## src/inc/btg_defs.vh

```
`ifndef BTG_DEFS_VH
`define BTG_DEFS_VH

// ----------------------------------------------------------------
// register map (printed offsets are indices, byte address = 4 x index)
// ----------------------------------------------------------------
`define BTG_IDX_OUTPUT_CONTROL 18'h0ff54
`define BTG_IDX_TONE_SELECT    18'h0ff55
`define BTG_ADDR_WIDTH         18

// ----------------------------------------------------------------
// output control fields
// ----------------------------------------------------------------
`define BTG_BIT_CONT_ENABLE    0
`define BTG_BIT_ENV_ENABLE     1
`define BTG_BIT_ENV_RESTART    2
`define BTG_BIT_DECAY_STEP     3
`define BTG_BIT_SHOT_WIDTH     4
`define BTG_BIT_SHOT_TRIGGER   5
`define BTG_BIT_SHOT_STOP      6

// ----------------------------------------------------------------
// tone select fields
// ----------------------------------------------------------------
`define BTG_FREQ_LSB           0
`define BTG_FREQ_MSB           2
`define BTG_LEVEL_LSB          4
`define BTG_LEVEL_MSB          6

// ----------------------------------------------------------------
// reset values
// ----------------------------------------------------------------
`define BTG_RST_FREQ           3'h0
`define BTG_RST_LEVEL          3'h0
`define BTG_RST_BIT            1'b0

// ----------------------------------------------------------------
// timing (slow oscillator and derived rates)
// ----------------------------------------------------------------
`define BTG_OSC_HZ             32768
`define BTG_SYNC_HZ            256
`define BTG_SHOT_SHORT_US      31250
`define BTG_SHOT_LONG_US       125000
`define BTG_STEP_SHORT_US      62500
`define BTG_STEP_LONG_US       125000
`define BTG_US_PER_S           1000000
`define BTG_LEVEL_LAST         3'h7

`endif

```

## src/rtl/btg_tone_gen.v

```verilog
`timescale 1ns/1ps
`default_nettype none
`include "btg_defs.vh"

module btg_tone_gen (
	input  wire        clk,
	input  wire        rst,
	input  wire [17:0] paddr,
	input  wire        psel,
	input  wire        penable,
	input  wire        pwrite,
	input  wire [31:0] pwdata,
	output wire        pready,
	output wire [31:0] prdata,
	output wire        pslverr,
	input  wire        slowOscClk,
	output wire        tonePin,
	output wire        toneActive
);

	// ----------------------------------------------------------------
	// constants
	// ----------------------------------------------------------------
	localparam [17:0] ADDR_CTRL = `BTG_IDX_OUTPUT_CONTROL << 2;
	localparam [17:0] ADDR_SEL  = `BTG_IDX_TONE_SELECT << 2;
	localparam integer OSC_PER_SYNC = `BTG_OSC_HZ / `BTG_SYNC_HZ;
	localparam integer SYNC_LAST_I  = OSC_PER_SYNC - 1;
	localparam integer SHOT_SHORT_I =
		(`BTG_SHOT_SHORT_US * `BTG_SYNC_HZ) / `BTG_US_PER_S;
	localparam integer SHOT_LONG_I  =
		(`BTG_SHOT_LONG_US * `BTG_SYNC_HZ) / `BTG_US_PER_S;
	localparam integer STEP_SHORT_I =
		(`BTG_STEP_SHORT_US * `BTG_SYNC_HZ) / `BTG_US_PER_S;
	localparam integer STEP_LONG_I  =
		(`BTG_STEP_LONG_US * `BTG_SYNC_HZ) / `BTG_US_PER_S;

	// counts fit their counters; cut to width on purpose
	localparam [6:0] SYNC_LAST  = SYNC_LAST_I[6:0];
	localparam [5:0] SHOT_SHORT = SHOT_SHORT_I[5:0];
	localparam [5:0] SHOT_LONG  = SHOT_LONG_I[5:0];
	localparam [5:0] STEP_SHORT = STEP_SHORT_I[5:0];
	localparam [5:0] STEP_LONG  = STEP_LONG_I[5:0];

	// one-shot states
	localparam [1:0] SHOT_IDLE    = 2'h0;
	localparam [1:0] SHOT_PENDING = 2'h1;
	localparam [1:0] SHOT_RUN     = 2'h2;

	// ----------------------------------------------------------------
	// functions
	// ----------------------------------------------------------------
	// period length in ticks for a frequency group
	function [4:0] periodLen;
		input [1:0] grp;
		begin
			periodLen = 5'h10 + {1'b0, grp, 2'h0};
		end
	endfunction

	// low-time ticks for a group and a level
	function [4:0] lowTicks;
		input [1:0] grp;
		input [2:0] lvl;
		begin
			if (grp[1]) begin
				lowTicks = 5'h0c - {2'h0, lvl};
			end else begin
				lowTicks = 5'h08 - {2'h0, lvl};
			end
		end
	endfunction

	// ----------------------------------------------------------------
	// registers
	// ----------------------------------------------------------------
	reg        contEnable_reg;
	reg        envEnable_reg;
	reg        decayStep_reg;
	reg        shotWidth_reg;
	reg [2:0]  freqSel_reg;
	reg [2:0]  levelSel_reg;
	reg [31:0] prdata_reg;
	reg        pslverr_reg;
	reg        sync1_reg;
	reg        sync2_reg;
	reg        sync3_reg;
	reg        oscLevel_reg;
	reg [6:0]  syncDiv_reg;
	reg [4:0]  periodCnt_reg;
	reg        halfTick_reg;
	reg        toneOut_reg;
	reg        pin_reg;
	reg [1:0]  shotState_reg;
	reg [5:0]  shotCnt_reg;
	reg [2:0]  envLevel_reg;
	reg [5:0]  envCnt_reg;

	wire       writeAcc;
	wire       readSetup;
	wire       wrCtrl;
	wire       wrSel;
	wire       oscChange;
	wire       oscRise;
	wire       syncTick;
	wire       toneTick;
	wire [1:0] freqGrp;
	wire [2:0] dutyLevel;
	wire [4:0] perLen;
	wire [4:0] lowLen;
	wire       trigWrite;
	wire       stopWrite;
	wire       shotBusy;
	wire       contStart;
	wire [5:0] stepLen;

	// ----------------------------------------------------------------
	// apb decode
	// ----------------------------------------------------------------
	// writes commit at the access edge, reads capture at setup
	assign writeAcc  = psel & penable & pwrite;
	assign readSetup = psel & ~penable;
	assign wrCtrl    = writeAcc & (paddr == ADDR_CTRL);
	assign wrSel     = writeAcc & (paddr == ADDR_SEL);
	assign pready    = 1'b1;
	assign prdata    = prdata_reg;
	assign pslverr   = pslverr_reg;

	// trigger and stop strobes from a control write
	assign trigWrite = wrCtrl & pwdata[`BTG_BIT_SHOT_TRIGGER];
	assign stopWrite = wrCtrl & pwdata[`BTG_BIT_SHOT_STOP];

	// read data and error captured in the setup cycle
	always @(posedge clk) begin
		if (rst) begin
			prdata_reg  <= 32'h0;
			pslverr_reg <= 1'b0;
		end else if (readSetup) begin
			pslverr_reg <= (paddr != ADDR_CTRL) && (paddr != ADDR_SEL);
			if (paddr == ADDR_CTRL) begin
				prdata_reg <= {24'h0, 1'b0, 1'b0, shotBusy, shotWidth_reg,
					decayStep_reg, 1'b0, envEnable_reg, contEnable_reg};
			end else if (paddr == ADDR_SEL) begin
				prdata_reg <= {24'h0, 1'b0, levelSel_reg, 1'b0, freqSel_reg};
			end else begin
				prdata_reg <= 32'h0;
			end
		end
	end

	// ----------------------------------------------------------------
	// control fields
	// ----------------------------------------------------------------
	// software fields; trigger write forces envelope off
	always @(posedge clk) begin
		if (rst) begin
			contEnable_reg <= `BTG_RST_BIT;
			envEnable_reg  <= `BTG_RST_BIT;
			decayStep_reg  <= `BTG_RST_BIT;
			shotWidth_reg  <= `BTG_RST_BIT;
			freqSel_reg    <= `BTG_RST_FREQ;
			levelSel_reg   <= `BTG_RST_LEVEL;
		end else begin
			if (wrCtrl) begin
				contEnable_reg <= pwdata[`BTG_BIT_CONT_ENABLE];
				decayStep_reg  <= pwdata[`BTG_BIT_DECAY_STEP];
				shotWidth_reg  <= pwdata[`BTG_BIT_SHOT_WIDTH];
				if (pwdata[`BTG_BIT_SHOT_TRIGGER]) begin
					envEnable_reg <= 1'b0;
				end else begin
					envEnable_reg <= pwdata[`BTG_BIT_ENV_ENABLE];
				end
			end
			if (wrSel) begin
				freqSel_reg  <= pwdata[`BTG_FREQ_MSB:`BTG_FREQ_LSB];
				levelSel_reg <= pwdata[`BTG_LEVEL_MSB:`BTG_LEVEL_LSB];
			end
		end
	end

	// ----------------------------------------------------------------
	// slow oscillator synchroniser
	// ----------------------------------------------------------------
	// three stages; level accepted once stages two and three agree
	always @(posedge clk) begin
		if (rst) begin
			sync1_reg    <= 1'b0;
			sync2_reg    <= 1'b0;
			sync3_reg    <= 1'b0;
			oscLevel_reg <= 1'b0;
		end else begin
			sync1_reg <= slowOscClk;
			sync2_reg <= sync1_reg;
			sync3_reg <= sync2_reg;
			if (sync2_reg == sync3_reg) begin
				oscLevel_reg <= sync3_reg;
			end
		end
	end

	// both edges give 65536 Hz ticks, rising edges 32768 Hz
	assign oscChange = (sync2_reg == sync3_reg) && (sync3_reg != oscLevel_reg);
	assign oscRise   = oscChange & sync3_reg;

	// ----------------------------------------------------------------
	// 256 Hz timing divider
	// ----------------------------------------------------------------
	// free-running divide of the oscillator down to the sync rate
	always @(posedge clk) begin
		if (rst) begin
			syncDiv_reg <= 7'h0;
		end else if (oscRise) begin
			if (syncDiv_reg == SYNC_LAST) begin
				syncDiv_reg <= 7'h0;
			end else begin
				syncDiv_reg <= syncDiv_reg + 7'h1;
			end
		end
	end

	assign syncTick = oscRise && (syncDiv_reg == SYNC_LAST);

	// ----------------------------------------------------------------
	// tone period counter
	// ----------------------------------------------------------------
	// high frequencies tick on each edge, low ones on every second
	assign freqGrp   = freqSel_reg[1:0];
	assign toneTick  = freqSel_reg[2] ? (oscChange & halfTick_reg) : oscChange;
	assign dutyLevel = (envEnable_reg && contEnable_reg) ? envLevel_reg : levelSel_reg;
	assign perLen    = periodLen(freqGrp);
	assign lowLen    = lowTicks(freqGrp, dutyLevel);

	// half-rate toggle for the lower octave
	always @(posedge clk) begin
		if (rst) begin
			halfTick_reg <= 1'b0;
		end else if (oscChange) begin
			halfTick_reg <= ~halfTick_reg;
		end
	end

	// free-running counter; enabling mid-period may clip a half period
	always @(posedge clk) begin
		if (rst) begin
			periodCnt_reg <= 5'h0;
		end else if (toneTick) begin
			if (periodCnt_reg >= perLen - 5'h1) begin
				periodCnt_reg <= 5'h0;
			end else begin
				periodCnt_reg <= periodCnt_reg + 5'h1;
			end
		end
	end

	// low for the first lowLen ticks of each period
	always @(posedge clk) begin
		if (rst) begin
			toneOut_reg <= 1'b1;
		end else begin
			toneOut_reg <= (periodCnt_reg >= lowLen);
		end
	end

	// ----------------------------------------------------------------
	// one-shot sequencer
	// ----------------------------------------------------------------
	assign shotBusy = (shotState_reg != SHOT_IDLE);

	// pending waits for 256 Hz, run counts down in 256 Hz ticks
	always @(posedge clk) begin
		if (rst) begin
			shotState_reg <= SHOT_IDLE;
			shotCnt_reg   <= 6'h0;
		end else begin
			case (shotState_reg)
			SHOT_IDLE: begin
				if (trigWrite && !stopWrite && !contEnable_reg) begin
					shotState_reg <= SHOT_PENDING;
				end
			end
			SHOT_PENDING: begin
				if (stopWrite) begin
					shotState_reg <= SHOT_IDLE;
				end else if (syncTick) begin
					shotState_reg <= SHOT_RUN;
					shotCnt_reg   <= shotWidth_reg ? SHOT_LONG : SHOT_SHORT;
				end
			end
			SHOT_RUN: begin
				if (stopWrite) begin
					shotState_reg <= SHOT_IDLE;
				end else if (trigWrite && !contEnable_reg) begin
					// keep sounding; one extra count covers the partial 256 Hz slot
					shotCnt_reg <= pwdata[`BTG_BIT_SHOT_WIDTH] ?
						SHOT_LONG + 6'h1 : SHOT_SHORT + 6'h1;
				end else if (syncTick) begin
					if (shotCnt_reg == 6'h1) begin
						shotState_reg <= SHOT_IDLE;
					end
					shotCnt_reg <= shotCnt_reg - 6'h1;
				end
			end
			default: begin
				shotState_reg <= SHOT_IDLE;
			end
			endcase
		end
	end

	// ----------------------------------------------------------------
	// envelope sequencer
	// ----------------------------------------------------------------
	assign contStart = wrCtrl && pwdata[`BTG_BIT_CONT_ENABLE] && !contEnable_reg;
	assign stepLen   = decayStep_reg ? STEP_LONG : STEP_SHORT;

	// level 0 at start or restart, one step per interval, hold at 7
	always @(posedge clk) begin
		if (rst) begin
			envLevel_reg <= 3'h0;
			envCnt_reg   <= 6'h0;
		end else if (contStart ||
			(wrCtrl && pwdata[`BTG_BIT_ENV_RESTART] && envEnable_reg)) begin
			envLevel_reg <= 3'h0;
			envCnt_reg   <= 6'h0;
		end else if (envEnable_reg && contEnable_reg && syncTick) begin
			if (envCnt_reg >= stepLen - 6'h1) begin
				envCnt_reg <= 6'h0;
				if (envLevel_reg != `BTG_LEVEL_LAST) begin
					envLevel_reg <= envLevel_reg + 3'h1;
				end
			end else begin
				envCnt_reg <= envCnt_reg + 6'h1;
			end
		end
	end

	// ----------------------------------------------------------------
	// pin drive
	// ----------------------------------------------------------------
	// tone while continuous or one-shot runs, otherwise steady high
	always @(posedge clk) begin
		if (rst) begin
			pin_reg <= 1'b1;
		end else if (contEnable_reg || shotState_reg == SHOT_RUN) begin
			pin_reg <= toneOut_reg;
		end else begin
			pin_reg <= 1'b1;
		end
	end

	assign tonePin    = pin_reg;
	assign toneActive = contEnable_reg | shotBusy;

endmodule // btg_tone_gen
`default_nettype wire
```

## config.mk

```make
export PLATFORM = sky130hd
export DESIGN_NAME = btg_tone_gen
export DESIGN_NICKNAME = d
export VERILOG_FILES = /design/src/rtl/btg_tone_gen.v
export VERILOG_INCLUDE_DIRS = /design/src /design/src/inc
export SDC_FILE = /design/constraint.sdc
export NUM_CORES = 1
export LEC_CHECK = 0
export BUFFER_PORTS_ARGS = -buffer_cell sky130_fd_sc_hd__buf_4
export CORE_ASPECT_RATIO = 1.2
export CORE_MARGIN = 3
export CORE_UTILIZATION = 45
export CTS_CLUSTER_DIAMETER = 200
export DETAILED_ROUTE_END_ITERATION = 6
export MAX_ROUTING_LAYER = met4
export PLACE_DENSITY = 0.69
export SKIP_CTS_REPAIR_TIMING = 1
export SLEW_MARGIN = 20
export SYNTH_ARGS = -nofsm -noshare
export SYNTH_HDL_FRONTEND = slang
export SYNTH_SLANG_ARGS = --single-unit
```

## constraint.sdc

```tcl
create_clock -name clk -period 4.27 [get_ports clk]
set_input_delay 0.6405 -clock clk [delete_from_list [all_inputs] [get_ports clk]]
set_output_delay 0.6405 -clock clk [all_outputs]
set_load 0.005 [all_outputs]
```

==> flow_metrics.env, run 1 <==
export IMPL_synth_edff_count=0
export IMPL_cp_arrival_ns=2.55
export IMPL_h_tree_depth=2
export IMPL_gp_congestion=0.873
export IMPL_root_buffer="clkbuf_8"
export IMPL_synth_flop_cell="dfxtp_1"
export IMPL_min_path_type="reg2reg"
export IMPL_synth_seq_cells=54
export IMPL_clk_latency_ns=0.31
export IMPL_seq_area_frac_synth=0.340
export IMPL_synthAdderAreaFrac=0.0709
export IMPL_first_pass_iters=4
export IMPL_via_per_inst=5.32
export IMPL_drc=0
export IMPL_grt_pass1_wl_um=11100
export IMPL_clock_skew_final_ns=0.00963
export IMPL_syn2layout_area_growth_pct=11.1
export IMPL_cts_buffers_inserted=5
export IMPL_clk_path_buf_depth=2
export IMPL_synth_mux_area_frac=0.0516
export IMPL_cp_end_kind="flop"
export IMPL_dp_hpwl_um=5090
export IMPL_synth_simple_gate_area_frac=0.278
export IMPL_drive_above_1_share=0.173
export IMPL_final_common_cell="dfxtp_1"
export IMPL_n_antenna_cell=0
export IMPL_cp_data_required_time_ns=4.49
export IMPL_slew_viol_final=0
export IMPL_synth_top_family_by_area="simple AND/OR/NAND/NOR gates"
export IMPL_ant_nets=0
export IMPL_finalPower_w=0.000873
export IMPL_die_area_mm2=0.00811
export IMPL_syn_area_per_cell_um2=8.63
export IMPL_core_region_area_mm2=0.00665
export IMPL_synth_compound_area_frac=0.118
export IMPL_antenna_found_initial=0
export IMPL_worstSetupPathType="in2reg"
export IMPL_yosysUniqueCellTypes=58
export IMPL_tritoncts="yes"
export IMPL_worst_pin_slew_ns=0.825
export IMPL_drtIter0Drc=98
export IMPL_powerDensity_mw_per_mm2=247
export IMPL_cp_max_fo=11
export IMPL_synth_xor_area_share=0.0441
export IMPL_max_freq_mhz=429
export IMPL_grt_use_total=0.174
export IMPL_wl_um=6620
export IMPL_min_period_ns=2.33
export IMPL_io_buffers=40
export IMPL_core_rowCount=32
export IMPL_setup_violations=0
export IMPL_finish_utilization=0.531
export IMPL_ir_drop_mv=0.183
export IMPL_static_leakage_power_nw=1.51
export IMPL_die_y_um=98.0
export IMPL_die_w_um=82.7
export IMPL_relSlewSlack=0.445
export IMPL_finalInstanceArea_mm2=0.00353
export IMPL_clock_sinks=54
export IMPL_wl_per_cell_um=13.5
export IMPL_dpl_cell_area_mm2=0.00343
export IMPL_grt_max_degree=38
export IMPL_io_pins=92
export IMPL_period_share=0.545
export IMPL_fin_nets=477
export IMPL_cp_start_kind="input port"
export IMPL_yosysWarnings=0
export IMPL_gr_total_overflow=0
export IMPL_clk_pin_slew_ns=0.10
export IMPL_finalHoldViolations=0
export IMPL_synth_area_mm2=0.00318
export IMPL_start_util=0.478
export IMPL_synth_cells=368
export IMPL_drv_cap=0
export IMPL_tns_ns=0
export IMPL_async_flop_share=0
export IMPL_rsz0062_at_grt="no"
export IMPL_grt_pass1_vias=2412
export IMPL_pre_cts_slack_ns=1.62
export IMPL_vias=2601
export IMPL_final_cell_mix="dfxtp_1 (54), buf_4 (41), nor2_1 (34)"
export IMPL_setup_slack_ns=1.94
export IMPL_status="finished clean"
[metal layers]
layer / share of wire / global-route usage / routed length [um] / vias to the layer above
li1: - / - / - / 1323
met1: 0.45 / 0.221 / 2950 / 1208
met2: 0.50 / 0.282 / 3290 / 60
met3: 0.041 / 0.0351 / 273 / 10
met4: 0.014 / 0.0428 / 95 / 0
met5: 0 / - / 0 / -
[stage by stage]
step	hold WS, ns	std cells
CTS	0.452	489
detailed placement	0.427	481
floorplan	0.393	392
finish	0.450	489
global route	0.464	489
global placement	0.417	481
[synthesized netlist by cell type, types with 9 or more instances]
| cell | n | area [um2] |
|---|---|---|
| buf_4 | 27 | 203 |
| nand4_1 | 12 | 75.1 |
| nand2_1 | 33 | 124 |
| nor2_1 | 34 | 128 |
| inv_1 | 13 | 48.8 |
| o21ai_0 | 17 | 85.1 |
| nor3_1 | 10 | 50.1 |
| mux2i_1 | 13 | 130 |
| nand3_1 | 11 | 55.1 |
| nor2b_1 | 9 | 56.3 |
| xor2_1 | 9 | 78.8 |
| ha_1 | 18 | 225 |
| dfxtp_1 | 54 | 1080 |
| a21oi_1 | 24 | 120 |
[kinds of logic after synthesis]
kind of cell               after synthesis
and+or+nand+nor                        152
AOI/OAI and AO/OA                       60
DFF                                     54
buffers and inverters                   50
adders and majority gates               18
xor gates and xnor gates                16
muxes                                   16
other                                    2
[report_power, final]
part | internal [W] | leakage [nW] | total (W) | switching [W]
Combinational | 0.0000261 | 1.03 | 0.0000572 | 0.0000311
Sequential | 0.000506 | 0.436 | 0.000508 | 0.00000212
Clock | 0.000134 | 0.0478 | 0.000308 | 0.000174
Total | 0.000666 | 1.51 | 0.000873 | 0.000207
[worst paths after layout]
| kind | from | endpoint | slack, ns | cells past startpoint |
|---|---|---|---|---|
| max | paddr[1] | shotCnt_reg[5] | 1.94 | 6 |
| min | sync1_reg | sync2_reg | 0.45 | 1 |
| max reg2reg | contEnable_reg | toneOut_reg | 2.05 | 9 |
| min reg2reg | sync1_reg | sync2_reg | 0.45 | 1 |
[worst max-delay path: stages]
cell and delay [ns]:
buf_4 0.11, or4b_4 0.57, nor3_4 0.47, a311oi_4 0.19, or2_4 0.29, a311oi_1 0.28
[area by class of cell]
type	count	area, um2
clock buffers	6	82.6
repair buffers	41	308
inverters	13	48.8
multi-input cells	288	1890
clock inverters	2	16.3
fillers	626	3120
flip-flops and latches	54	1080
well taps	85	106
No activity file was read; power rests on OpenSTA's default activity.
==> inputs of run 2 (changes only) <==
Clock period 4.27 ns to 2.3 ns, I/O delays scaled along.
==> run 2 against run 1 <==
  * Worst setup slack got worse by 1.8 ns
  * Sequential share of layout area fell by 0.72 points
  * Critical path type is now reg2reg
  * Register-to-register slack got worse by 1.9 ns
  * Non-clock buffer count rose by 9
  * Combinational power rose by 89%
  * Clock power rose by 120%
  * Hold slack got worse by 0.21 ns
  * Core utilization rose by 1.3 points
  * Final area rose by 2.4%
==> flow_metrics.env, run 2 (synthesis gave the netlist of run 1 again) <==
export IMPL_status="finished clean"
export IMPL_dpl_cell_area_mm2=0.00350
export IMPL_final_common_cell="dfxtp_1"
export IMPL_clockPowerShare=0.387
export IMPL_via_per_inst=5.33
export IMPL_n_antenna_cell=0
export IMPL_fin_nets=486
export IMPL_grt_pass1_vias=2636
export IMPL_clock_sinks=54
export IMPL_drv_cap=0
export IMPL_tritoncts="yes"
export IMPL_max_freq_mhz=468
export IMPL_antenna_found_initial=0
export IMPL_wl_um=6790
export IMPL_swShare=0.231
export IMPL_wl_per_cell_um=13.6
export IMPL_power_switching_w=0.000396
export IMPL_final_cell_mix="dfxtp_1 (54), buf_4 (50), nor2_1 (34)"
export IMPL_finish_utilization=0.544
export IMPL_cp_arrival_ns=2.35
export IMPL_root_buffer="clkbuf_8"
export IMPL_io_pins=92
export IMPL_clk_latency_ns=0.32
export IMPL_whs_ns=0.240
export IMPL_setup_violations=0
export IMPL_combPwrFrac=0.063
export IMPL_grt_use_total=0.189
export IMPL_finalHoldViolations=0
export IMPL_io_buffers=40
export IMPL_cp_max_fo=10
export IMPL_cp_start_kind="flop"
export IMPL_drtIter0Drc=94
export IMPL_intPower_w=0.00132
export IMPL_worst_pin_slew_ns=0.564
export IMPL_die_w_um=82.7
export IMPL_grt_pass1_wl_um=12100
export IMPL_clk_pin_slew_ns=0.11
export IMPL_min_period_ns=2.14
export IMPL_die_y_um=98.0
export IMPL_cts_buffers_inserted=5
export IMPL_gp_congestion=0.845
export IMPL_rsz0062_at_grt="no"
export IMPL_pwr_share_seq=0.550
export IMPL_first_pass_iters=4
export IMPL_static_leakage_power_nw=1.57
export IMPL_relSlewSlack=0.621
export IMPL_cp_end_kind="flop"
export IMPL_finalPower_w=0.00172
export IMPL_tns_ns=0
export IMPL_powerDensity_mw_per_mm2=475
export IMPL_gr_total_overflow=0
export IMPL_h_tree_depth=2
export IMPL_drive_above_1_share=0.191
export IMPL_period_share=0.928
export IMPL_die_area_mm2=0.00811
export IMPL_ir_drop_mv=0.286
export IMPL_clock_skew_final_ns=0.0145
export IMPL_ant_nets=0
export IMPL_core_rowCount=32
export IMPL_clk_path_buf_depth=2
export IMPL_start_util=0.478
export IMPL_worstSetupPathType="reg2reg"
export IMPL_core_region_area_mm2=0.00665
export IMPL_vias=2653
export IMPL_drc=0
export IMPL_grt_max_degree=38
export IMPL_cp_data_required_time_ns=2.52
export IMPL_dp_hpwl_um=5250
export IMPL_syn2layout_area_growth_pct=13.7
export IMPL_slew_viol_final=0
export IMPL_finalInstanceArea_mm2=0.00361
export IMPL_min_path_type="in2reg"
## run 2: changes by cell type in the layout (fill, tap and decap cells not counted)
cell and change:
buf_4 +9, bufinv_16 +1, clkbuf_8 -1, clkinv_4 +1, clkinvlp_4 -1
## run 2: final timing paths
check                  from        endpoint  slack (ns)  depth (start not counted)
max          syncDiv_reg[0]  shotCnt_reg[3]        0.16                          7
min              slowOscClk       sync1_reg        0.24                          2
max reg2reg  syncDiv_reg[0]  shotCnt_reg[3]        0.16                          7
min reg2reg       sync1_reg       sync2_reg        0.46                          1
## run 2: per-stage QoR
stage	instances	setup slack (ns)
floorplan	392	0.351
global placement	490	0.162
detailed placement	490	0.137
CTS	498	0.165
global route	498	0.0206
finish	498	0.165
## run 2: power by group through the flow
stage          clock network, W  logic [W]  registers, W
3_5_place_dp                  0   0.000107      0.000965
5_1_grt                0.000721   0.000122      0.000944
4_1_cts                0.000675   0.000108      0.000943
2_1_floorplan                 0  0.0000826      0.000964
3_3_place_gp                  0   0.000106      0.000965
6_report               0.000664   0.000108      0.000943
## run 2: final cells by class
cell class | instances | area, um2
Clock inverter | 3 | 47.5
Tap cell | 85 | 106
Multi-Input combinational cell | 288 | 1890
Inverter | 13 | 48.8
Clock buffer | 5 | 68.8
Fill cell | 632 | 3030
Sequential cell | 54 | 1080
Timing Repair Buffer | 50 | 375
## run 2: critical path, stage by stage, from the launching register on
cell      delay [ns]
dfxtp_1         0.40
ha_1            0.25
nand3_1         0.10
or4_4           0.53
a311oi_4        0.30
buf_4           0.16
nor3_1          0.04
a311oi_1        0.25
## run 2: routing by layer
| layer | up-vias | wire length [um] | track usage |
|---|---|---|---|
| li1 | 1335 | - | - |
| met1 | 1249 | 2960 | 0.239 |
| met2 | 61 | 3520 | 0.313 |
| met3 | 8 | 239 | 0.0286 |
| met4 | 0 | 81 | 0.0453 |
| met5 | - | 0 | - |
==> inputs of run 3 (changes only) <==
Settings changed: CELL_PAD_IN_SITES_DETAIL_PLACEMENT set to 0, CELL_PAD_IN_SITES_GLOBAL_PLACEMENT set to 1, CORE_UTILIZATION 45 to 38, PLACE_DENSITY 0.69 to 0.78.
==> run 3 against run 2 <==
  * Die area grew 17%
  * Final area grew 0.48%
  * Core utilization shrank 8.3 points
  * Clock skew shrank 0.0055 ns
  * Non-clock buffer count grew 1
  * Via count shrank 1.6%
  * Critical path depth is the same
  * Sequential cell count is the same
  * Sequential power is essentially flat
  * Critical path type unchanged
==> flow_metrics.env, run 3 (synthesis gave the netlist of run 1 again) <==
export IMPL_status="finished clean"
export IMPL_relSlewSlack=0.610
export IMPL_max_freq_mhz=473
export IMPL_hold_depth=2
export IMPL_root_buffer="clkbuf_8"
export IMPL_gr_total_overflow=0
export IMPL_final_cell_mix="dfxtp_1 (54), buf_4 (51), nor2_1 (34)"
export IMPL_timing_rr_start="syncDiv_reg[0]"
export IMPL_via_per_inst=5.16
export IMPL_tns_ns=0
export IMPL_slew_viol_final=0
export IMPL_ir_drop_mv=0.395
export IMPL_die_w_um=89.5
export IMPL_cp_arrival_ns=2.34
export IMPL_hold_start="slowOscClk"
export IMPL_r2r_end="shotCnt_reg[5]"
export IMPL_n_antenna_cell=0
export IMPL_finalHoldViolations=0
export IMPL_syn2layout_area_growth_pct=14.3
export IMPL_drtIter0Drc=187
export IMPL_worstSetupPathType="reg2reg"
export IMPL_io_pins=92
export IMPL_wl_per_cell_um=13.5
export IMPL_cp_max_fo=10
export IMPL_setup_violations=0
export IMPL_ff2ff_path_depth=7
export IMPL_clock_skew_final_ns=0.00897
export IMPL_period_share=0.920
export IMPL_wl_um=6860
export IMPL_static_leakage_power_nw=1.57
export IMPL_clk_latency_ns=0.32
export IMPL_final_common_cell="dfxtp_1"
export IMPL_rsz0062_at_grt="no"
export IMPL_core_rowCount=35
export IMPL_worst_pin_slew_ns=0.579
export IMPL_grt_pass1_wl_um=11900
export IMPL_first_pass_iters=4
export IMPL_clock_sinks=54
export IMPL_clk_path_buf_depth=2
export IMPL_clk_pin_slew_ns=0.11
export IMPL_drc=0
export IMPL_drive_above_1_share=0.193
export IMPL_dp_hpwl_um=5290
export IMPL_start_util=0.403
export IMPL_fin_nets=487
export IMPL_regToRegSetupSlack_ns=0.18
export IMPL_cts_buffers_inserted=5
export IMPL_io_buffers=40
export IMPL_core_region_area_mm2=0.00788
export IMPL_min_path_type="in2reg"
export IMPL_ant_nets=0
export IMPL_die_y_um=106
export IMPL_antenna_found_initial=0
export IMPL_min_period_ns=2.12
export IMPL_drv_cap=0
export IMPL_cp_start_kind="flop"
export IMPL_place_inst=498
export IMPL_grt_pass1_vias=2552
export IMPL_grt_use_total=0.158
export IMPL_die_area_mm2=0.00950
export IMPL_tritoncts="yes"
export IMPL_vias=2611
export IMPL_fin_cells=506
export IMPL_powerDensity_mw_per_mm2=478
export IMPL_cp_end_kind="flop"
export IMPL_grt_max_degree=38
export IMPL_holdPathEnd="sync1_reg"
export IMPL_cp_data_required_time_ns=2.52
export IMPL_h_tree_depth=2
export IMPL_gp_congestion=0.826
-- run 3: changes by cell type in the layout (fill, tap and decap cells not counted) --
cell / change
clkinv_4: -1
inv_6: -1
buf_4: +1
inv_8: +1
clkinvlp_4: +1
-- run 3: where the power goes --
group	switching (W)	internal [W]	leakage, nW
Sequential	0.00000389	0.000939	0.436
Combinational	0.0000579	0.0000496	1.08
Clock	0.000352	0.000332	0.0563
-- run 3: worst max path at each step --
stage	cells past startpoint	endpoint	startpoint	slack, ns
after floorplan	5	shotCnt_reg[0]	paddr[1]	0.35
after global placement	6	shotCnt_reg[0]	paddr[1]	0.16
after detailed placement	6	shotCnt_reg[0]	paddr[1]	0.13
after CTS	7	shotCnt_reg[5]	syncDiv_reg[0]	0.18
after global routing	7	shotCnt_reg[5]	syncDiv_reg[0]	0.004
final	7	shotCnt_reg[5]	syncDiv_reg[0]	0.18
-- run 3: area by class of cell --
class / count / area (um2)
tap: 92 / 115
clock inverter: 3 / 48.8
inverter: 13 / 48.8
fill: 801 / 4250
sequential: 54 / 1080
clock buffer: 5 / 68.8
timing repair buffer: 51 / 383
multi-input combinational: 288 / 1890
-- run 3: worst max-delay path, cell delays in order, from the launching register on --
cell and delay (ns):
dfxtp_1 0.39, ha_1 0.23, nand3_1 0.09, or4_4 0.53, a311oi_4 0.31, buf_4 0.17, nor3_1 0.04, a311oi_1 0.25
-- run 3: through the flow --
stage / setup slack (ns) / utilization / total power, W / area [um2] / hold slack, ns
6_report: 0.184 / 0.461 / 0.00173 / 3630 / 0.229
5_1_grt: 0.00390 / 0.461 / 0.00180 / 3630 / 0.223
4_1_cts: 0.178 / 0.461 / 0.00175 / 3630 / 0.224
3_5_place_dp: 0.129 / 0.446 / 0.00107 / 3510 / 0.429
3_3_place_gp: 0.163 / 0.446 / 0.00107 / 3510 / 0.415
2_1_floorplan: 0.351 / - / 0.00105 / 3270 / 0.393
-- run 3: routing by layer --
| metal | track usage | share of wire | wire, um |
|---|---|---|---|
| met1 | 0.199 | 0.45 | 3110 |
| met2 | 0.257 | 0.49 | 3370 |
| met3 | 0.0287 | 0.039 | 269 |
| met4 | 0.0426 | 0.016 | 112 |
| met5 | - | 0 | 0 |
